--- src/addr_map_pkg.sv ---
// Address map constants for the system address decoder and router.
// Assumes a single bus clock; all addresses are byte addresses.
package addr_map_pkg;

  // Top level regions of the 4 GB space.
  localparam logic [31:0] CODE_BASE       = 32'h0000_0000;
  localparam logic [31:0] CODE_LAST       = 32'h1FFF_FFFF;
  localparam logic [31:0] SRAM_BASE       = 32'h2000_0000;
  localparam logic [31:0] SRAM_LAST       = 32'h3FFF_FFFF;
  localparam logic [31:0] PERIPH_BASE     = 32'h4000_0000;
  localparam logic [31:0] EXT_RAM_BASE    = 32'h6000_0000;
  localparam logic [31:0] EXT_PERIPH_BASE = 32'hA000_0000;
  localparam logic [31:0] INT_PERIPH_BASE = 32'hE000_0000;

  // Bit-band: 1 MByte of SRAM mirrored bit by bit into a 32 Mbyte alias.
  localparam logic [31:0] BB_REGION_BASE  = 32'h2000_0000;
  localparam logic [31:0] BB_ALIAS_BASE   = 32'h2200_0000;
  localparam logic [31:0] BB_ALIAS_LAST   = 32'h23FF_FFFF;

  // Memory windows.
  localparam logic [31:0] FLASH_BASE      = 32'h0000_0000;
  localparam logic [31:0] FLASH_LAST      = 32'h0003_FFFF;
  localparam logic [31:0] SRAM_CODE_BASE  = 32'h1FFF_8000;
  localparam logic [31:0] SRAM_CODE_LAST  = 32'h1FFF_FFFF;
  localparam logic [31:0] SRAM_SYS_BASE   = 32'h2000_0000;
  localparam logic [31:0] SRAM_SYS_LAST   = 32'h2000_7FFF;
  localparam logic [31:0] EXT_WIN_BASE    = 32'h6000_0000;
  localparam logic [31:0] EXT_WIN_LAST    = 32'h60FF_FFFF;
  localparam logic [31:0] PPB_BASE        = 32'hE000_0000;
  localparam logic [31:0] PPB_LAST        = 32'hE00F_FFFF;

  // Region one-hot positions.
  localparam int REGION_CODE = 0;
  localparam int REGION_SRAM = 1;
  localparam int REGION_PERIPH = 2;
  localparam int REGION_EXT_RAM = 3;
  localparam int REGION_EXT_PERIPH = 4;
  localparam int REGION_INT_PERIPH = 5;
  localparam int NUM_REGIONS = 6;

  // Target bus indices; the first four leave the block as plain ports.
  localparam logic [2:0] BUS_INSTRUCTION_CODE_BUS = 3'h0;
  localparam logic [2:0] BUS_DATA_CODE_BUS = 3'h1;
  localparam logic [2:0] BUS_SYS   = 3'h2;
  localparam logic [2:0] BUS_PPB   = 3'h3;
  localparam logic [2:0] BUS_EXT   = 3'h4;
  localparam int NUM_OUT_BUSES = 4;

  // Peripheral windows, inclusive bounds.
  localparam int NUM_PWIN = 19;
  localparam int PWIN_EXT_CTRL = 9;
  localparam logic [31:0] PWIN_LO [NUM_PWIN] = '{
    32'h4000_4000, 32'h4000_4300, 32'h4000_4500, 32'h4000_4700, 32'h4000_4800,
    32'h4000_4900, 32'h4000_4E00, 32'h4000_4F00, 32'h4000_5000, 32'h4000_5400,
    32'h4000_5800, 32'h4000_6000, 32'h4000_6400, 32'h4000_7000, 32'h4000_8000,
    32'h4000_A000, 32'h4000_C000, 32'h4001_0000, 32'h4800_0000};
  localparam logic [31:0] PWIN_HI [NUM_PWIN] = '{
    32'h4000_42FF, 32'h4000_43FF, 32'h4000_45FF, 32'h4000_47FF, 32'h4000_48FF,
    32'h4000_49FF, 32'h4000_4EFF, 32'h4000_4FFF, 32'h4000_51FF, 32'h4000_54FF,
    32'h4000_5FFF, 32'h4000_60FF, 32'h4000_6FFF, 32'h4000_7FFF, 32'h4000_87FF,
    32'h4000_A400, 32'h4000_C800, 32'h4001_FFFF, 32'h4800_7FFF};

  // External memory port.
  localparam int EXT_ADDR_W = 24;
  localparam int EXT_DATA_W = 16;
  localparam int EXT_CYCLE_CLKS = 4;
  localparam logic [1:0] EXT_LAST_PHASE = 2'(EXT_CYCLE_CLKS - 1);

  // Reset values.
  localparam logic [31:0] RDATA_RST = 32'h0000_0000;

endpackage

--- src/ext_req_if.sv ---
// Request channel between the router and the external memory port.
// Assumes both ends run on the same bus clock.
interface ext_req_if;
  logic        valid;
  logic        ready;
  logic [23:0] addr;
  logic        write;
  logic [3:0]  strb;
  logic [31:0] wdata;
  logic [31:0] rdata;
  logic        wide16;

  modport router (output valid, addr, write, strb, wdata, input ready, rdata, wide16);
  modport port   (input valid, addr, write, strb, wdata, output ready, rdata, wide16);
endinterface

--- src/ext_mem_port.sv ---
// External memory port engine: turns one word request into 8 or 16 bit
// external cycles of fixed length. Assumes request fields hold until ready.
module ext_mem_port (
  input  wire logic                              core_clk,
  input  wire logic                              rst_n,
  ext_req_if.port                                req,
  input  wire logic                              extWide16,
  input  wire logic                              extSyncMem,
  output logic [addr_map_pkg::EXT_ADDR_W-1:0]    extAddr,
  input  wire logic [addr_map_pkg::EXT_DATA_W-1:0] extDataIn,
  output logic [addr_map_pkg::EXT_DATA_W-1:0]    extDataOut,
  output logic                                   extDataOe,
  output logic                                   extCsN,
  output logic                                   extOeN,
  output logic                                   extWeN,
  output logic                                   extAdvN,
  output logic                                   extMemClk
);
  import addr_map_pkg::*;

  logic [15:0] dinMeta_q;
  logic [15:0] dinSync_q;
  logic        wide_q;
  logic        sync_q;
  logic        busy_q;
  logic        done_q;
  logic [1:0]  unit_q;
  logic [1:0]  phase_q;
  logic [31:0] rdata_q;
  wire  [1:0]  unitStrb  = wide_q ? req.strb[{unit_q[0], 1'b0} +: 2] : {1'b0, req.strb[unit_q]};
  wire         unitOn    = |unitStrb;
  wire         lastUnit  = wide_q ? (unit_q == 2'd1) : (unit_q == 2'd3);
  wire         cycleOn   = busy_q && unitOn;
  wire         unitEnd   = busy_q && (!unitOn || phase_q == EXT_LAST_PHASE);
  wire [1:0]   byteOff   = wide_q ? {unit_q[0], 1'b0} : unit_q;
  wire [15:0]  wrData    = wide_q ? req.wdata[{unit_q[0], 4'h0} +: 16]
                                  : {8'h00, req.wdata[{unit_q, 3'h0} +: 8]};
  wire         capture   = cycleOn && !req.write && phase_q == EXT_LAST_PHASE;

  assign extAddr    = {req.addr[23:2], byteOff};
  assign extDataOut = wrData;
  assign extDataOe  = cycleOn && req.write;
  assign extCsN     = !cycleOn;
  assign extOeN     = !(cycleOn && !req.write);
  assign extWeN     = !(cycleOn && req.write && (phase_q == 2'd1 || phase_q == 2'd2));
  assign extAdvN    = !(cycleOn && sync_q && phase_q == 2'd0);
  assign extMemClk  = cycleOn && sync_q && phase_q[0];
  assign req.ready  = done_q;
  assign req.rdata  = rdata_q;
  assign req.wide16 = wide_q;

  // Pin data passes two flops; the sample at the last phase therefore
  // reflects the pin two cycles earlier, inside the strobe.
  always_ff @(posedge core_clk) begin
    dinMeta_q <= extDataIn;
    dinSync_q <= dinMeta_q;
  end

  always_ff @(posedge core_clk) begin
    if (!rst_n) begin
      wide_q <= 1'b0;
      sync_q <= 1'b0;
    // One memory type, frozen while busy.
    end else if (!busy_q && !req.valid) begin
      wide_q <= extWide16;
      sync_q <= extSyncMem;
    end
  end

  always_ff @(posedge core_clk) begin
    if (!rst_n) begin
      busy_q  <= 1'b0;
      done_q  <= 1'b0;
      unit_q  <= 2'd0;
      phase_q <= 2'd0;
    end else begin
      done_q <= 1'b0;
      if (!busy_q && req.valid && !done_q) begin
        busy_q  <= 1'b1;
        unit_q  <= 2'd0;
        phase_q <= 2'd0;
      end else if (unitEnd) begin
        phase_q <= 2'd0;
        unit_q  <= unit_q + 2'd1;
        if (lastUnit) begin
          busy_q <= 1'b0;
          done_q <= 1'b1;
        end
      end else if (busy_q) begin
        phase_q <= phase_q + 2'd1;
      end
    end
  end

  always_ff @(posedge core_clk) begin
    if (!rst_n) begin
      rdata_q <= RDATA_RST;
    end else if (!busy_q && req.valid && !done_q) begin
      rdata_q <= RDATA_RST;
    end else if (capture && wide_q) begin
      rdata_q[{unit_q[0], 4'h0} +: 16] <= dinSync_q;
    end else if (capture) begin
      rdata_q[{unit_q, 3'h0} +: 8] <= dinSync_q[7:0];
    end
  end
endmodule

--- src/address_decode_router.sv ---
// System address decoder and router for the processor's three masters.
// Assumes one bus clock, targets that answer with a one-cycle ready, and
// that the requester holds its request fields while reqValid is high.
//
// Behaviour
// - Split space into peripheral and external regions.
// - Lowest half gigabyte decodes as code.
// - SRAM region holds bit-band base and alias.
// - Top half gigabyte is internal peripherals.
// - Code-side SRAM block selected below SRAM.
// - System-side SRAM block selected at base.
// - Separate select for each peripheral window.
// - External port control window has own select.
// - External window accesses go to port.
// - Alias word bit 0 acts on one bit.
// - Unaligned word and half accesses accepted.
// - Code buses carry only code range.
// - Other data and debug use system bus.
// - Fetches allowed on system bus in SRAM.
// - Private window uses private peripheral bus.
// - External cycle takes four bus clocks.
// - Only one external memory type active.
// - External port drives 24 address bits.
// - External data width is 8 or 16.
// - External fetches only with 16-bit memory.
module address_decode_router (
  input  wire logic                                  core_clk,
  input  wire logic                                  rst_n,
  input  wire logic                                  reqValid,
  input  wire logic [31:0]                           reqAddr,
  input  wire logic                                  reqWrite,
  input  wire logic [1:0]                            reqSize,
  input  wire logic [31:0]                           reqWdata,
  input  wire logic                                  reqFetch,
  input  wire logic                                  reqDebug,
  output logic                                       reqReady,
  output logic                                       rspValid,
  output logic [31:0]                                rspRdata,
  output logic                                       rspError,
  output logic [addr_map_pkg::NUM_REGIONS-1:0]       regionSel,
  output logic [addr_map_pkg::NUM_PWIN-1:0]          periphSel,
  output logic                                       flashSel,
  output logic                                       sramCodeSel,
  output logic                                       sramSysSel,
  output logic [addr_map_pkg::NUM_OUT_BUSES-1:0]     busValid,
  input  wire logic [addr_map_pkg::NUM_OUT_BUSES-1:0] busReady,
  input  wire logic [addr_map_pkg::NUM_OUT_BUSES-1:0][31:0] busRdata,
  output logic [31:0]                                busAddr,
  output logic                                       busWrite,
  output logic [3:0]                                 busStrb,
  output logic [31:0]                                busWdata,
  output logic                                       busLock,
  output logic                                       busDebug,
  input  wire logic                                  extWide16,
  input  wire logic                                  extSyncMem,
  output logic [addr_map_pkg::EXT_ADDR_W-1:0]        extAddr,
  input  wire logic [addr_map_pkg::EXT_DATA_W-1:0]   extDataIn,
  output logic [addr_map_pkg::EXT_DATA_W-1:0]        extDataOut,
  output logic                                       extDataOe,
  output logic                                       extCsN,
  output logic                                       extOeN,
  output logic                                       extWeN,
  output logic                                       extAdvN,
  output logic                                       extMemClk
);
  import addr_map_pkg::*;

  typedef enum logic [4:0] {
    ST_IDLE = 5'b00001,
    ST_LO   = 5'b00010,
    ST_HI   = 5'b00100,
    ST_BBW  = 5'b01000,
    ST_RESP = 5'b10000
  } state_e;

  function automatic logic inRange(input logic [31:0] a, input logic [31:0] lo,
                                   input logic [31:0] hi);
    return (a >= lo) && (a <= hi);
  endfunction

  function automatic logic [NUM_REGIONS-1:0] regionOf(input logic [31:0] a);
    logic [NUM_REGIONS-1:0] r;
    r = '0;
    case (a[31:29])
      3'h0:       r[REGION_CODE] = 1'b1;
      3'h1:       r[REGION_SRAM] = 1'b1;
      3'h2:       r[REGION_PERIPH] = 1'b1;
      3'h3, 3'h4: r[REGION_EXT_RAM] = 1'b1;
      3'h5, 3'h6: r[REGION_EXT_PERIPH] = 1'b1;
      default:    r[REGION_INT_PERIPH] = 1'b1;
    endcase
    return r;
  endfunction

  // Picks the addressed lanes out of a two-word read and clears the rest.
  function automatic logic [31:0] alignRead(input logic [63:0] w, input logic [1:0] off,
                                            input logic [3:0] mask);
    logic [63:0] s;
    logic [31:0] m;
    s = w >> {off, 3'h0};
    m = {{8{mask[3]}}, {8{mask[2]}}, {8{mask[1]}}, {8{mask[0]}}};
    return s[31:0] & m;
  endfunction

  ext_req_if extIf ();

  state_e      state_q;
  state_e      state_d;
  logic [31:0] busAddr_q;
  logic [31:0] busAddr_d;
  logic [3:0]  busStrb_q;
  logic [3:0]  busStrb_d;
  logic [31:0] busWdata_q;
  logic [31:0] busWdata_d;
  logic        busWrite_q;
  logic        busWrite_d;
  logic [31:0] rdLo_q;
  logic [31:0] rdLo_d;
  logic [31:0] rspRdata_q;
  logic [31:0] rspRdata_d;
  logic        rspErr_q;
  logic        rspErr_d;

  // Request attributes captured at acceptance.
  logic [2:0]  busIdx_q;
  logic [1:0]  off_q;
  logic [3:0]  sizeMask_q;
  logic        bb_q;
  logic [4:0]  bitNum_q;
  logic        wbit_q;
  logic        write_q;
  logic        cross_q;
  logic        debug_q;
  logic [3:0]  hiStrb_q;
  logic [31:0] hiData_q;
  logic [NUM_REGIONS-1:0] region_q;
  logic [NUM_PWIN-1:0]    pwin_q;
  logic        flash_q;
  logic        sramCode_q;
  logic        sramSys_q;

  wire         accept = reqValid && state_q == ST_IDLE;

  wire [NUM_REGIONS-1:0] regionHit = regionOf(reqAddr);
  wire         codeHit   = inRange(reqAddr, CODE_BASE, CODE_LAST);
  wire         aliasHit  = inRange(reqAddr, BB_ALIAS_BASE, BB_ALIAS_LAST);
  wire         ppbHit    = inRange(reqAddr, PPB_BASE, PPB_LAST);
  wire         extHit    = inRange(reqAddr, EXT_WIN_BASE, EXT_WIN_LAST);
  wire         sysFetch  = inRange(reqAddr, SRAM_BASE, SRAM_LAST);
  wire         fetchOk   = codeHit || sysFetch || (extHit && extIf.wide16);
  wire         fetchBad  = reqFetch && !fetchOk;

  // Code buses only for code range.
  wire [2:0]   busSel    = codeHit ? (reqFetch ? BUS_INSTRUCTION_CODE_BUS : BUS_DATA_CODE_BUS)
                         : ppbHit  ? BUS_PPB
                         : extHit  ? BUS_EXT : BUS_SYS;

  wire [31:0]  bbTarget  = BB_REGION_BASE | {12'h000, reqAddr[24:7], 2'b00};
  wire [4:0]   bbBit     = reqAddr[6:2];

  wire [3:0]   sizeMask  = (reqSize == 2'd0) ? 4'b0001
                         : (reqSize == 2'd1) ? 4'b0011 : 4'b1111;
  wire [7:0]   strb64    = {4'h0, sizeMask} << reqAddr[1:0];
  wire [63:0]  data64    = {32'h0000_0000, reqWdata} << {reqAddr[1:0], 3'h0};
  wire         crosses   = |strb64[7:4];

  wire [NUM_PWIN-1:0] pwinHit;
  for (genvar w = 0; w < NUM_PWIN; w++) begin : g_pwin
    assign pwinHit[w] = inRange(reqAddr, PWIN_LO[w], PWIN_HI[w]);
  end

  logic [31:0] allRdata [NUM_OUT_BUSES+1];
  logic [NUM_OUT_BUSES:0] allReady;
  wire         busActive = state_q == ST_LO || state_q == ST_HI || state_q == ST_BBW;

  for (genvar b = 0; b < NUM_OUT_BUSES; b++) begin : g_bus
    assign allRdata[b] = busRdata[b];
    assign busValid[b] = busActive && busIdx_q == 3'(b);
  end
  assign allRdata[NUM_OUT_BUSES] = extIf.rdata;
  assign allReady = {extIf.ready, busReady};

  wire [31:0]  rdNow   = allRdata[busIdx_q];
  wire         rdyNow  = allReady[busIdx_q];
  wire [31:0]  bitMask = 32'h0000_0001 << bitNum_q;
  wire [31:0]  modWord = (rdNow & ~bitMask) | (wbit_q ? bitMask : 32'h0000_0000);

  assign extIf.valid = busActive && busIdx_q == BUS_EXT;
  assign extIf.addr  = busAddr_q[23:0];
  assign extIf.write = busWrite_q;
  assign extIf.strb  = busStrb_q;
  assign extIf.wdata = busWdata_q;

  ext_mem_port u_ext_mem_port (
    .core_clk   (core_clk),
    .rst_n      (rst_n),
    .req        (extIf),
    .extWide16  (extWide16),
    .extSyncMem (extSyncMem),
    .extAddr    (extAddr),
    .extDataIn  (extDataIn),
    .extDataOut (extDataOut),
    .extDataOe  (extDataOe),
    .extCsN     (extCsN),
    .extOeN     (extOeN),
    .extWeN     (extWeN),
    .extAdvN    (extAdvN),
    .extMemClk  (extMemClk)
  );

  always_comb begin
    state_d    = state_q;
    busAddr_d  = busAddr_q;
    busStrb_d  = busStrb_q;
    busWdata_d = busWdata_q;
    busWrite_d = busWrite_q;
    rdLo_d     = rdLo_q;
    rspRdata_d = rspRdata_q;
    rspErr_d   = rspErr_q;
    case (state_q)
      ST_IDLE: begin
        if (accept) begin
          rspErr_d   = 1'b0;
          rspRdata_d = RDATA_RST;
          rdLo_d     = RDATA_RST;
          if (fetchBad) begin
            rspErr_d = 1'b1;
            state_d  = ST_RESP;
          end else if (aliasHit) begin
            busAddr_d  = bbTarget;
            busStrb_d  = 4'hF;
            busWdata_d = RDATA_RST;
            busWrite_d = 1'b0;
            state_d    = ST_LO;
          end else begin
            busAddr_d  = {reqAddr[31:2], 2'b00};
            busStrb_d  = strb64[3:0];
            busWdata_d = data64[31:0];
            busWrite_d = reqWrite;
            state_d    = ST_LO;
          end
        end
      end
      ST_LO: begin
        if (rdyNow) begin
          rdLo_d = rdNow;
          if (bb_q && write_q) begin
            busStrb_d  = 4'b0001 << bitNum_q[4:3];
            busWdata_d = modWord;
            busWrite_d = 1'b1;
            state_d    = ST_BBW;
          end else if (bb_q) begin
            rspRdata_d = {31'h0, rdNow[bitNum_q]};
            state_d    = ST_RESP;
          // Second word of a split access.
          end else if (cross_q) begin
            busAddr_d  = busAddr_q + 32'h0000_0004;
            busStrb_d  = hiStrb_q;
            busWdata_d = hiData_q;
            state_d    = ST_HI;
          end else begin
            rspRdata_d = write_q ? RDATA_RST
                                 : alignRead({32'h0000_0000, rdNow}, off_q, sizeMask_q);
            state_d    = ST_RESP;
          end
        end
      end
      ST_HI: begin
        if (rdyNow) begin
          rspRdata_d = write_q ? RDATA_RST
                               : alignRead({rdNow, rdLo_q}, off_q, sizeMask_q);
          state_d    = ST_RESP;
        end
      end
      ST_BBW: begin
        if (rdyNow) begin
          state_d = ST_RESP;
        end
      end
      ST_RESP: state_d = ST_IDLE;
      default: state_d = ST_IDLE;
    endcase
  end

  always_ff @(posedge core_clk) begin
    if (!rst_n) begin
      state_q    <= ST_IDLE;
      busAddr_q  <= RDATA_RST;
      busStrb_q  <= 4'h0;
      busWdata_q <= RDATA_RST;
      busWrite_q <= 1'b0;
      rdLo_q     <= RDATA_RST;
      rspRdata_q <= RDATA_RST;
      rspErr_q   <= 1'b0;
    end else begin
      state_q    <= state_d;
      busAddr_q  <= busAddr_d;
      busStrb_q  <= busStrb_d;
      busWdata_q <= busWdata_d;
      busWrite_q <= busWrite_d;
      rdLo_q     <= rdLo_d;
      rspRdata_q <= rspRdata_d;
      rspErr_q   <= rspErr_d;
    end
  end

  // Attributes and selects hold the last accepted request until the next.
  always_ff @(posedge core_clk) begin
    if (!rst_n) begin
      busIdx_q   <= BUS_SYS;
      off_q      <= 2'd0;
      sizeMask_q <= 4'h0;
      bb_q       <= 1'b0;
      bitNum_q   <= 5'd0;
      wbit_q     <= 1'b0;
      write_q    <= 1'b0;
      cross_q    <= 1'b0;
      debug_q    <= 1'b0;
      hiStrb_q   <= 4'h0;
      hiData_q   <= RDATA_RST;
      region_q   <= '0;
      pwin_q     <= '0;
      flash_q    <= 1'b0;
      sramCode_q <= 1'b0;
      sramSys_q  <= 1'b0;
    end else if (accept) begin
      busIdx_q   <= aliasHit ? BUS_SYS : busSel;
      off_q      <= reqAddr[1:0];
      sizeMask_q <= sizeMask;
      bb_q       <= aliasHit;
      bitNum_q   <= bbBit;
      wbit_q     <= reqWdata[0];
      write_q    <= reqWrite;
      cross_q    <= crosses && !aliasHit;
      debug_q    <= reqDebug;
      hiStrb_q   <= strb64[7:4];
      hiData_q   <= data64[63:32];
      region_q   <= regionHit;
      pwin_q     <= pwinHit;
      flash_q    <= inRange(reqAddr, FLASH_BASE, FLASH_LAST);
      sramCode_q <= inRange(reqAddr, SRAM_CODE_BASE, SRAM_CODE_LAST);
      sramSys_q  <= inRange(reqAddr, SRAM_SYS_BASE, SRAM_SYS_LAST) ||
                    (aliasHit && inRange(bbTarget, SRAM_SYS_BASE, SRAM_SYS_LAST));
    end
  end

  assign reqReady    = state_q == ST_IDLE;
  assign rspValid    = state_q == ST_RESP;
  assign rspRdata    = rspRdata_q;
  assign rspError    = rspErr_q;
  assign regionSel   = region_q;
  assign periphSel   = pwin_q;
  assign flashSel    = flash_q;
  assign sramCodeSel = sramCode_q;
  assign sramSysSel  = sramSys_q;
  assign busAddr     = busAddr_q;
  assign busWrite    = busWrite_q;
  assign busStrb     = busStrb_q;
  assign busWdata    = busWdata_q;
  assign busDebug    = debug_q;
  // Lock covers the read and write of an alias access so it stays atomic.
  assign busLock     = bb_q && (state_q == ST_LO || state_q == ST_BBW);
endmodule

--- config.mk ---
export PLATFORM = sky130hd
export DESIGN_NAME = address_decode_router
export DESIGN_NICKNAME = d
export VERILOG_FILES = /design/src/addr_map_pkg.sv /design/src/ext_req_if.sv /design/src/ext_mem_port.sv /design/src/address_decode_router.sv
export SDC_FILE = /design/constraint.sdc
export NUM_CORES = 1
export LEC_CHECK = 0
export ABC_AREA = 1
export BUFFER_PORTS_ARGS = -buffer_cell sky130_fd_sc_hd__buf_2
export CORE_MARGIN = 3
export CORE_UTILIZATION = 49
export DETAILED_ROUTE_END_ITERATION = 7
export PLACE_DENSITY = 0.71
export SLEW_MARGIN = 20
export SYNTH_ARGS = -nofsm -noshare
export SYNTH_HDL_FRONTEND = slang
export SYNTH_SLANG_ARGS = --single-unit
--- constraint.sdc ---
create_clock -name core_clk -period 6 [get_ports core_clk]
set_input_delay 1.2 -clock core_clk [delete_from_list [all_inputs] [get_ports core_clk]]
set_output_delay 1.2 -clock core_clk [all_outputs]
set_load 0.05 [all_outputs]
**After elaboration in Yosys (flattened, before gate mapping)**

Index checks and enable logic that the tools add are counted.

- $add $sub $neg: 5
- Order comparisons: 57
- Eq/ne operators: 33
- Shift operators: 13
- Muxes and demuxes: 85
- Bitwise gates (word level): 8
- Reductions and logical operators: 98

Operator list:

| kind | number |
|---|---|
| 32-bit two-way mux | 28 |
| 32-bit by 31-bit greater-or-equal comparator with 1-bit output (second input constant) | 20 |
| 32-bit by 31-bit <= comparator with 1-bit output (second input constant) | 20 |
| 32-bit case mux with 2 select lines | 3 |
| 32-bit AND | 3 |
| 32-bit binary-select mux with 3-bit select | 1 |
| 32-bit by 30-bit <= comparator with 1-bit output (second input constant) | 3 |
| 32-bit case mux with 3 select lines | 1 |
| 32-bit bitwise mux | 2 |
| 32-bit by 30-bit greater-or-equal comparator with 1-bit output (second input constant) | 2 |
| 32-bit by 5-bit << shifter with 64-bit output | 1 |
| 64-bit by 5-bit right shift with 32-bit output | 1 |
| 1-bit logical AND | 53 |
| 4-bit two-way mux | 9 |
| 5-bit two-way mux | 7 |
| 32-bit by 3-bit adder with 32-bit output (second input constant) | 1 |
| 32-bit by 1-bit greater-or-equal comparator with 1-bit output (second input constant) | 1 |
| 32-bit by 29-bit greater-or-equal comparator with 1-bit output (second input constant) | 1 |
| 32-bit greater-or-equal comparator (second input constant) | 1 |
| 32-bit by 18-bit <= comparator with 1-bit output (second input constant) | 1 |
| 32-bit by 29-bit <= comparator with 1-bit output (second input constant) | 1 |
| 32-bit <= comparator (second input constant) | 1 |
| 32-bit inverter | 1 |
| 32-bit bitwise OR | 1 |
| other kinds (60) | 136 |

- Register bits: 294
- Output and inout bits: 184
- Logic and storage cells: 332

**Logic depth before layout (Yosys ltp)**

Gate-level depths: netlist (run 1).

- Word-level depth: 12
- Gate-level depth with buffers: 18
- Mapped depth without buffers: 17

**Modules after synthesis**

From an unflattened synthesis (run 1), not the netlist that was laid out.

- Cell total of the unflattened synthesis: 2864
- Area total of the unflattened synthesis: 17670.7 sq um

By module, submodules not included:

| module | instances | cells each | area each (sq um) | seq. area each (sq um) |
|---|---|---|---|---|
| address_decode_router | 1 | 2327 | 14038.5 | 4204.0 |
| ext_mem_port | 1 | 537 | 3632.2 | 1441.4 |

**Least setup slack after synthesis (run 1)**

OpenSTA, ideal clock, no wires.

- Kind: register to output
- From: reg busStrb_q[2] (netlist: busStrb[2])
- To: out extWeN
- Arrival: 2.395 ns
- Data required time: 4.800 ns
- Setup slack: 2.405 ns
- Stages on the path, launching flop included: 8
- Path buffers: 0
- Path through: dfxtp_1 -> a21oi_1 -> nand3_1 -> nand2_1 -> inv_2 -> nand2_4 -> nor2_1 -> nand2_1

- Word-level cells in the longest chain between the ends: 8
- Elaborated cells between the ends (all ways): 9
- Classes of those cells: 1 x shift; 3 x mux; 5 x reduce/logical

RTL lines:

| item | RTL line | text |
|---|---|---|
| start, declared | address_decode_router.sv:111 | `logic [3:0] busStrb_q;` |
| start signal, assigned | address_decode_router.sv:298 | `busStrb_q <= busStrb_d;` |
| 1-bit binary-select mux with 2-bit select | ext_mem_port.sv:30 | `wire [1:0] unitStrb = wide_q ? req.strb[{unit_q[0], 1'b0} +: 2] : {1'b0, req.strb[unit_q]};` |
| 1-bit two-way mux (not written as such) | ext_mem_port.sv:30 |  |
| 2-bit two-way mux * | ext_mem_port.sv:30 |  |
| 2-bit OR reduction * | ext_mem_port.sv:31 | `wire unitOn = \|unitStrb;` |
| 1-bit logical AND * | ext_mem_port.sv:33 | `wire cycleOn = busy_q && unitOn;` |
| 1-bit logical AND * | - |  |
| via extDataOe | address_decode_router.sv:59 | `output logic extDataOe,` |
| 1-bit logical AND * | ext_mem_port.sv:45 | `assign extWeN = !(cycleOn && req.write && (phase_q == 2'd1 \|\| phase_q == 2'd2));` |
| 1-bit zero test * | ext_mem_port.sv:45 |  |
| end, declared | address_decode_router.sv:62 | `output logic extWeN,` |

The timed path passes the listed nets; every way through them passes the cells marked *. The select of a mux whose other input is x is not followed.

**Worst setup path after layout (run 1)**

- From: reg u_ext_mem_port.unit_q[0]
- To: out extAdvN

- Word-level cells in the longest chain between the ends: 8
- Elaborated cells between the ends (all ways): 9
- Classes of those cells: 1 x shift; 3 x mux; 5 x reduce/logical

RTL lines:

| item | RTL line | text |
|---|---|---|
| start, declared | ext_mem_port.sv:27 | `logic [1:0] unit_q;` |
| start signal, assigned | ext_mem_port.sv:84 | `unit_q <= unit_q + 2'd1;` |
| 1-bit binary-select mux with 2-bit select | ext_mem_port.sv:30 |  |
| 1-bit two-way mux (not written as such) | ext_mem_port.sv:30 |  |
| 2-bit two-way mux * | ext_mem_port.sv:30 |  |
| 2-bit OR reduction * | ext_mem_port.sv:31 |  |
| 1-bit logical AND * | ext_mem_port.sv:33 |  |
| 1-bit logical AND * (2 in a row) | ext_mem_port.sv:46 | `assign extAdvN = !(cycleOn && sync_q && phase_q == 2'd0);` |
| 1-bit zero test * | ext_mem_port.sv:46 |  |
| end, declared | address_decode_router.sv:63 | `output logic extAdvN,` |

Mark *: on every way between the ends. The rest lies on a longest branch, timed or not. The select of a mux whose other input is x is not followed.

==> results.sh, run 1 <==
export IMPL_hpwl_um=53680
export IMPL_first_global_vias=19060
export IMPL_crit_type="flip-flop to primary output"
export IMPL_drt_first_iter_violations=2186
export IMPL_start_util_pct=50.39
export IMPL_async_flop_share_pct=0
export IMPL_avgRoutedWirePerCell_um=20.58
export IMPL_timing_fmax_mhz=214.2
export IMPL_worstPathCellList="inv_1 -> buf_4 -> a21oi_1 -> nand3_1 -> nand2_1 -> inv_2 -> nand2_4 -> inv_1 -> nand3_1 -> buf_2"
export IMPL_drc=0
export IMPL_via_per_inst=5.967
export IMPL_p_int_mw=4.209
export IMPL_sw_frac_of_total_pct=48.29
export IMPL_grt_pass1_wl_um=109300
export IMPL_postSynthAreaPerCell_um2=6.343
export IMPL_path_clk_slew_ns=0.06
export IMPL_cpMaxStageDelayCell="dfxtp_1"
export IMPL_finalHoldViolCount=0
export IMPL_coreArea_um2=34970
export IMPL_cp_num_buf_inv=5
export IMPL_final_setup_viol_count=0
export IMPL_synthMostInstantiatedCell="nand2_1"
export IMPL_max_cap_viol_count=0
export IMPL_slew_viol_final=0
export IMPL_gp_congestion=1.004
export IMPL_synthFlopType="dfxtp_1"
export IMPL_combinationalPowerShare_pct=43.1
export IMPL_drt_pass1_iter_count=6
export IMPL_total_leakage_power_nw=9.197
export IMPL_crit_family="buffers and inverters"
export IMPL_synth_cell_type_count=70
export IMPL_fin_crit_sh_pct=77.82
export IMPL_status="completed"
export IMPL_ctsResizeCount=0
export IMPL_syn_inst=2778
export IMPL_die_y_um=195.6
export IMPL_grt_busiest_layer="met2"
export IMPL_track_usage_pct=35.31
export IMPL_relSlewSlack_pct=20.02
export IMPL_powerDensity_nw_per_um2=397.8
export IMPL_synthSimpleGateAreaFrac_pct=29.37
export IMPL_cts_buffer_depth=3
export IMPL_use_met1_pct=48.08
export IMPL_die_w_um=195.6
export IMPL_cts_sinks=282
export IMPL_syn_area_um2=17620
export IMPL_numPortBuffers=403
export IMPL_synth_top_cell_area_share_pct=32.04
export IMPL_clockRootBuffer="clkbuf_16"
export IMPL_cts_buffers=30
export IMPL_antenna_left=0
export IMPL_grt_max_degree=78
export IMPL_synth_fa_ha_area_share_pct=0.4970
export IMPL_synth_compound_area_share_pct=27.20
export IMPL_grt_overflow_total=0
export IMPL_ir_drop_mv=0.5489
export IMPL_yosysSeqAreaShare_pct=32.04
export IMPL_synth_warnings=0
export IMPL_via_count=20980
export IMPL_netlist_top_cells_area="dfxtp_1 (32%), nand2_1 (16%), o21ai_0 (9.1%), a21oi_1 (9.0%), nor2_1 (4.3%)"
export IMPL_cts_tree="yes"
export IMPL_switchingPower_mw=3.931
export IMPL_synth_edff_count=0
export IMPL_max_stage_delay_ns=1.01
export IMPL_drive_above_1_share_pct=18.47
export IMPL_rows=68
export IMPL_clkPwrFrac_pct=24.9
export IMPL_place_ws_ns=1.835
export IMPL_hold_path_class="flip-flop to flip-flop"
export IMPL_antenna_found_initial=0
export IMPL_ys_ff_latch=282
export IMPL_area_growth_pct=16.12
export IMPL_cp_end_kind="primary output"
export IMPL_setup_slack_ns=1.331
export IMPL_arrival_ns=3.47
export IMPL_synth_xor_area_share_pct=0.5964
export IMPL_drt_wl_total_um=72320
export IMPL_dieArea_um2=38280
export IMPL_synth_top_family_by_area="simple AND/OR/NAND/NOR gates"
export IMPL_path_max_fanout=32
export IMPL_worstPathRequired_ns=4.80
export IMPL_crit_path_start_kind="flip-flop"
export IMPL_grtUsageMet2_pct=56.80
export IMPL_synth_area_mux_share_pct=0
export IMPL_htree_levels=1
export IMPL_hold_ws_ns=0.3277
export IMPL_nets=3264
export IMPL_period_needed_ns=4.669
export IMPL_skew_ns=0.01132
export IMPL_clk_latency_ns=0.58
export IMPL_yosysTopAreaCell="dfxtp_1"
export IMPL_power_mw=8.140
export IMPL_rsz0062_at_grt="false"
export IMPL_synth_commonest_cells="nand2_1 (728), o21ai_0 (320), a21oi_1 (317), dfxtp_1 (282), nor2_1 (204)"
export IMPL_cts_setup_buffers=0
export IMPL_fill_cells=3542
export IMPL_tns_ns=0
export IMPL_ios=406
export IMPL_tightest_slew_ns=1.185
export IMPL_cts_hold_buf=0
export IMPL_use_met3_pct=5.090
export IMPL_seqPwrFrac_pct=32.0
[power groups by stage]
stage | Sequential (mW) | Combinational [mW] | Clock [mW]
floorplan | 3.21 | 1.95 | 0
global placement | 2.62 | 3.42 | 0
detailed placement | 2.63 | 3.45 | 0
CTS | 2.59 | 3.46 | 2.04
global route | 2.64 | 3.75 | 2.11
finish | 2.61 | 3.51 | 2.03
[metrics by stage]
step	cells	utilization, %	instance area, um^2
floorplan	2779	-	17630
global route	3514	58.51	20460
finish	3515	58.52	20460
CTS	3514	58.51	20460
global placement	3458	55.47	19400
detailed placement	3458	55.47	19400
[layout by cell type, fill, tap and decap left out, types with 5 or more instances in the layout]
cell and n:
nand2_1 727, buf_2 403, o21ai_0 320, a21oi_1 317, dfxtp_1 281, nor2_1 204
inv_1 193, nand3_1 101, nor3_1 49, a31oi_1 48, nand4_1 43, a211oi_1 42
clkbuf_16 31, o21ai_1 27, inv_2 25, o22ai_1 19, buf_4 15, nor4_1 14
clkinv_2 12, a221oi_1 12, nor2_4 10, nand2_2 9, a22oi_1 9, o311ai_0 9
nand2_4 8, nor2_2 8, clkinv_1 8, xor2_1 8, o211a_1 7, o31ai_1 7
a2bb2oi_1 7, ha_1 7, bufinv_16 5
[path summary, 6_finish.rpt]
| check | depth (start not counted) | slack (ns) | start | to |
|---|---|---|---|---|
| worst max register to register | 10 | 1.86 | busIdx_q[1] | rspRdata[3] |
| worst min register to register | 0 | 0.33 | u_ext_mem_port.dinMeta_q[14] | u_ext_mem_port.dinSync_q[14] |
| worst min-delay path | 0 | 0.33 | u_ext_mem_port.dinMeta_q[14] | u_ext_mem_port.dinSync_q[14] |
| worst max-delay path | 10 | 1.33 | u_ext_mem_port.unit_q[0] | extAdvN |
[area by class of cell]
type	instances	area (um^2)	share of cell area, %
diodes	1	2.502	0.01223
clock buffers	34	807.0	3.944
clock inverters	22	256.5	1.253
inverters	231	879.6	4.298
multi-input cells	2072	10170	49.71
flip-flops and latches	282	5647	27.59
well taps	455	569.3	2.782
repair buffers	418	2130	10.41
[per-layer routing]
| metal | vias up | routed length (um) |
|---|---|---|
| met5 | - | 0 |
| met4 | 0 | 3120 |
| met2 | 1145 | 32670 |
| li1 | 9884 | - |
| met3 | 172 | 6688 |
| met1 | 9774 | 29840 |
[state kept, by name, indices dropped and copies added (netlist names), 2 cells and up]
signal	flops
hiData_q	24
rspRdata	32
busStrb	4
sizeMask_q	3
u_ext_mem_port.dinMeta_q	16
rdLo_q	32
u_ext_mem_port.phase_q	2
bitNum_q	5
busWdata	32
u_ext_mem_port.unit_q	2
off_q	2
busAddr	30
busIdx_q	3
u_ext_mem_port.dinSync_q	16
state_q	5
u_ext_mem_port.req.rdata	32
hiStrb_q	3
periphSel	19
regionSel	6
[kinds of logic after synthesis]
| family | Yosys count |
|---|---|
| simple gates | 1197 |
| compound gates | 854 |
| buf+inv | 425 |
| flops | 282 |
| xor+xnor | 12 |
| fa+ha+maj | 7 |
| other cells | 1 |
(Power assumes the default switching activity.)
==> run 2, diff against run 1 <==
--- a/config.mk
+++ b/config.mk
@@ -5,7 +5,7 @@
 export SDC_FILE = /design/constraint.sdc
 export NUM_CORES = 1
 export LEC_CHECK = 0
-export ABC_AREA = 1
+export ABC_AREA = 0
 export BUFFER_PORTS_ARGS = -buffer_cell sky130_fd_sc_hd__buf_2
 export CORE_MARGIN = 3
 export CORE_UTILIZATION = 49
==> constraint.sdc (replaced) <==
create_clock -name core_clk -period 4.7 [get_ports core_clk]
set_input_delay 0.94 -clock core_clk [delete_from_list [all_inputs] [get_ports core_clk]]
set_output_delay 0.94 -clock core_clk [all_outputs]
set_load 0.05 [all_outputs]
==> run 2 against run 1 <==
Net effect: area after synthesis is 4.4% lower; combinational power is 49% lower; power is 12% lower; synthesized cell count is 22% lower; via count is 11% lower; non-clock buffer count is 29 higher; clock-buffer cell count is 9 higher; register-to-register slack worse by 0.64 ns; clock power is 32% higher; routed wire length is 7.3% lower; first-iteration DRC count is 0.18% higher; critical endpoint is now busValid[0].
==> results.sh, run 2 <==
export IMPL_status="completed"
export IMPL_fill_cells=3160
export IMPL_synthMostInstantiatedCell="dfxtp_1"
export IMPL_path_max_fanout=20
export IMPL_crit_path_start_kind="flip-flop"
export IMPL_grt_pass1_wl_um=100200
export IMPL_synth_top_cell_area_share_pct=33.51
export IMPL_finalHoldViolCount=0
export IMPL_track_usage_pct=34.88
export IMPL_synth_commonest_cells="dfxtp_1 (282), a21oi_1 (244), nand2_1 (243), nor2_1 (241), mux2i_1 (118)"
export IMPL_dieArea_um2=36640
export IMPL_crit_type="flip-flop to primary output"
export IMPL_cts_buffers=34
export IMPL_rrSetupSlack_ns=1.22
export IMPL_clockRootBuffer="clkbuf_16"
export IMPL_hold_depth=0
export IMPL_cp_end_kind="primary output"
export IMPL_antenna_left=0
export IMPL_cts_setup_buffers=0
export IMPL_start_util_pct=49.99
export IMPL_drive_above_1_share_pct=24.81
export IMPL_layout_commonest_cell="buf_2"
export IMPL_tns_ns=0
export IMPL_use_met3_pct=8.234
export IMPL_cts_sinks=282
export IMPL_synth_edff_count=0
export IMPL_first_global_vias=16800
export IMPL_ctsResizeCount=0
export IMPL_ys_ff_latch=282
export IMPL_yosysSeqAreaShare_pct=33.51
export IMPL_reg2regPathDepth=10
export IMPL_cts_tree="yes"
export IMPL_antenna_found_initial=7
export IMPL_period_needed_ns=3.776
export IMPL_grt_overflow_total=0
export IMPL_skew_ns=0.01767
export IMPL_hold_ws_ns=0.3260
export IMPL_reg2reg_from="busIdx_q[2]"
export IMPL_max_stage_delay_ns=0.53
export IMPL_layout_common_cells="buf_2 (403), dfxtp_1 (279), a21oi_1 (243)"
export IMPL_timing_fmax_mhz=264.8
export IMPL_place_ws_ns=0.9766
export IMPL_async_flop_share_pct=0
export IMPL_cts_hold_buf=0
export IMPL_fin_crit_sh_pct=80.34
export IMPL_area_growth_pct=18.30
export IMPL_nets=2672
export IMPL_synth_cell_type_count=93
export IMPL_drt_wl_total_um=67080
export IMPL_die_y_um=191.4
export IMPL_setup_slack_ns=0.9240
export IMPL_hold_path_end="u_ext_mem_port.dinSync_q[13]"
export IMPL_drt_pass1_iter_count=6
export IMPL_gp_congestion=0.9414
export IMPL_tightest_slew_ns=1.297
export IMPL_grt_busiest_layer="met2"
export IMPL_numPortBuffers=403
export IMPL_fin_util_pct=59.14
export IMPL_htree_levels=2
export IMPL_cpMaxStageDelayCell="and2_0"
export IMPL_power_mw=7.152
export IMPL_coreArea_um2=33700
export IMPL_arrival_ns=2.84
export IMPL_grt_max_degree=66
export IMPL_drc=0
export IMPL_worstPathRequired_ns=3.76
export IMPL_ios=406
export IMPL_slew_viol_final=0
export IMPL_clk_latency_ns=0.51
export IMPL_worstPathCellList="nor4_1 -> nand2_2 -> and2_0 -> nor3_1 -> buf_2"
export IMPL_yosysTopAreaCell="dfxtp_1"
export IMPL_use_met1_pct=46.47
export IMPL_drt_first_iter_violations=2190
export IMPL_hold_path_class="flip-flop to flip-flop"
export IMPL_synth_warnings=0
export IMPL_synthFlopType="dfxtp_1"
export IMPL_antenna_cells=0
export IMPL_via_count=18600
export IMPL_postSynthAreaPerCell_um2=7.781
export IMPL_netlist_top_cells_area="dfxtp_1 (34%), a21oi_1 (7.2%), mux2i_1 (7.0%), nand2_1 (5.4%), nor2_1 (5.4%)"
export IMPL_syn_inst=2165
export IMPL_relSlewSlack_pct=13.56
export IMPL_ir_drop_mv=0.2409
export IMPL_powerDensity_nw_per_um2=358.9
export IMPL_grtUsageMet2_pct=54.26
export IMPL_path_clk_slew_ns=0.06
export IMPL_rsz0062_at_grt="false"
export IMPL_avgRoutedWirePerCell_um=23.01
export IMPL_via_per_inst=6.379
export IMPL_syn_area_um2=16850
export IMPL_reg2reg_to="busWdata[15]"
export IMPL_hpwl_um=48710
export IMPL_total_leakage_power_nw=8.137
export IMPL_rows=67
export IMPL_min_from="u_ext_mem_port.dinMeta_q[13]"
export IMPL_die_w_um=191.4
export IMPL_final_setup_viol_count=0
export IMPL_max_cap_viol_count=0
export IMPL_cts_buffer_depth=3
[run 2: changes by cell type after synthesis, moves of 53 or more]
cell / delta
nor3_1: +53
o21ai_0: -210
mux2i_1: +118
nand2_1: -485
inv_1: -174
a21oi_1: -73
[run 2: cell type report]
cell class	instances	area, um^2	share of cell area (%)
multi-input combinational	1653	10140	50.89
timing repair buffer	447	2347	11.78
sequential	282	5654	28.37
clock buffer	43	945.9	4.746
inverter	25	96.34	0.4834
clock inverter	17	183.9	0.9229
tap	448	560.5	2.813
[run 2: cells by family (layout without fill, tap and decap cells)]
logic type               after synthesis  after routing  synth area share (%)
other                                  1              2               0.02226
AND/OR/NAND/NOR                      800            800                 22.02
flip-flops                           282            282                 33.51
buffers and inverters                231            532                 6.454
adder cells (fa/ha/maj)                7              7                0.5199
XOR/XNOR                               6              6                0.3120
AO/OA/AOI/OAI                        667            667                 25.74
multiplexers                         171            171                 11.42
[run 2: worst max-delay path by stage]
stage,start,end,slack (ns),cells past startpoint
CTS,state_q[2],busValid[0],0.98,5
global placement,reqAddr[26],busWdata[16],1.06,10
global route,state_q[2],busValid[1],0.79,5
finish,state_q[2],busValid[0],0.92,5
detailed placement,reqAddr[26],busWdata[16],0.98,10
floorplan,state_q[1],busValid[0],1.31,6
[run 2: stage by stage]
stage | instances | area, um^2
after global routing | 2915 | 19930
after floorplan | 2166 | 16850
after global placement | 2855 | 18790
final | 2915 | 19930
after detailed placement | 2855 | 18800
after CTS | 2915 | 19930
[run 2: where the power goes]
part           switching, mW  internal (mW)  leakage, nW  total, mW
combinational           1.28          0.510         5.28       1.79
sequential             0.173           2.52         2.30       2.69
clock                   1.07           1.60        0.557       2.67
[run 2: critical path: cells and delay by family, from the launching register on]
family | cells | cell delay [ns]
simple gates | 4 | 1.61
flops | 1 | 0.41
buf+inv | 1 | 0.30
[run 2: layer usage]
metal | share of wire (%) | routed length, um | vias up
li1 | - | - | 8502
met1 | 39 | 26260 | 8656
met2 | 44 | 29690 | 1226
met3 | 12 | 7951 | 197
met4 | 4.6 | 3104 | 14
met5 | 0.12 | 80 | -
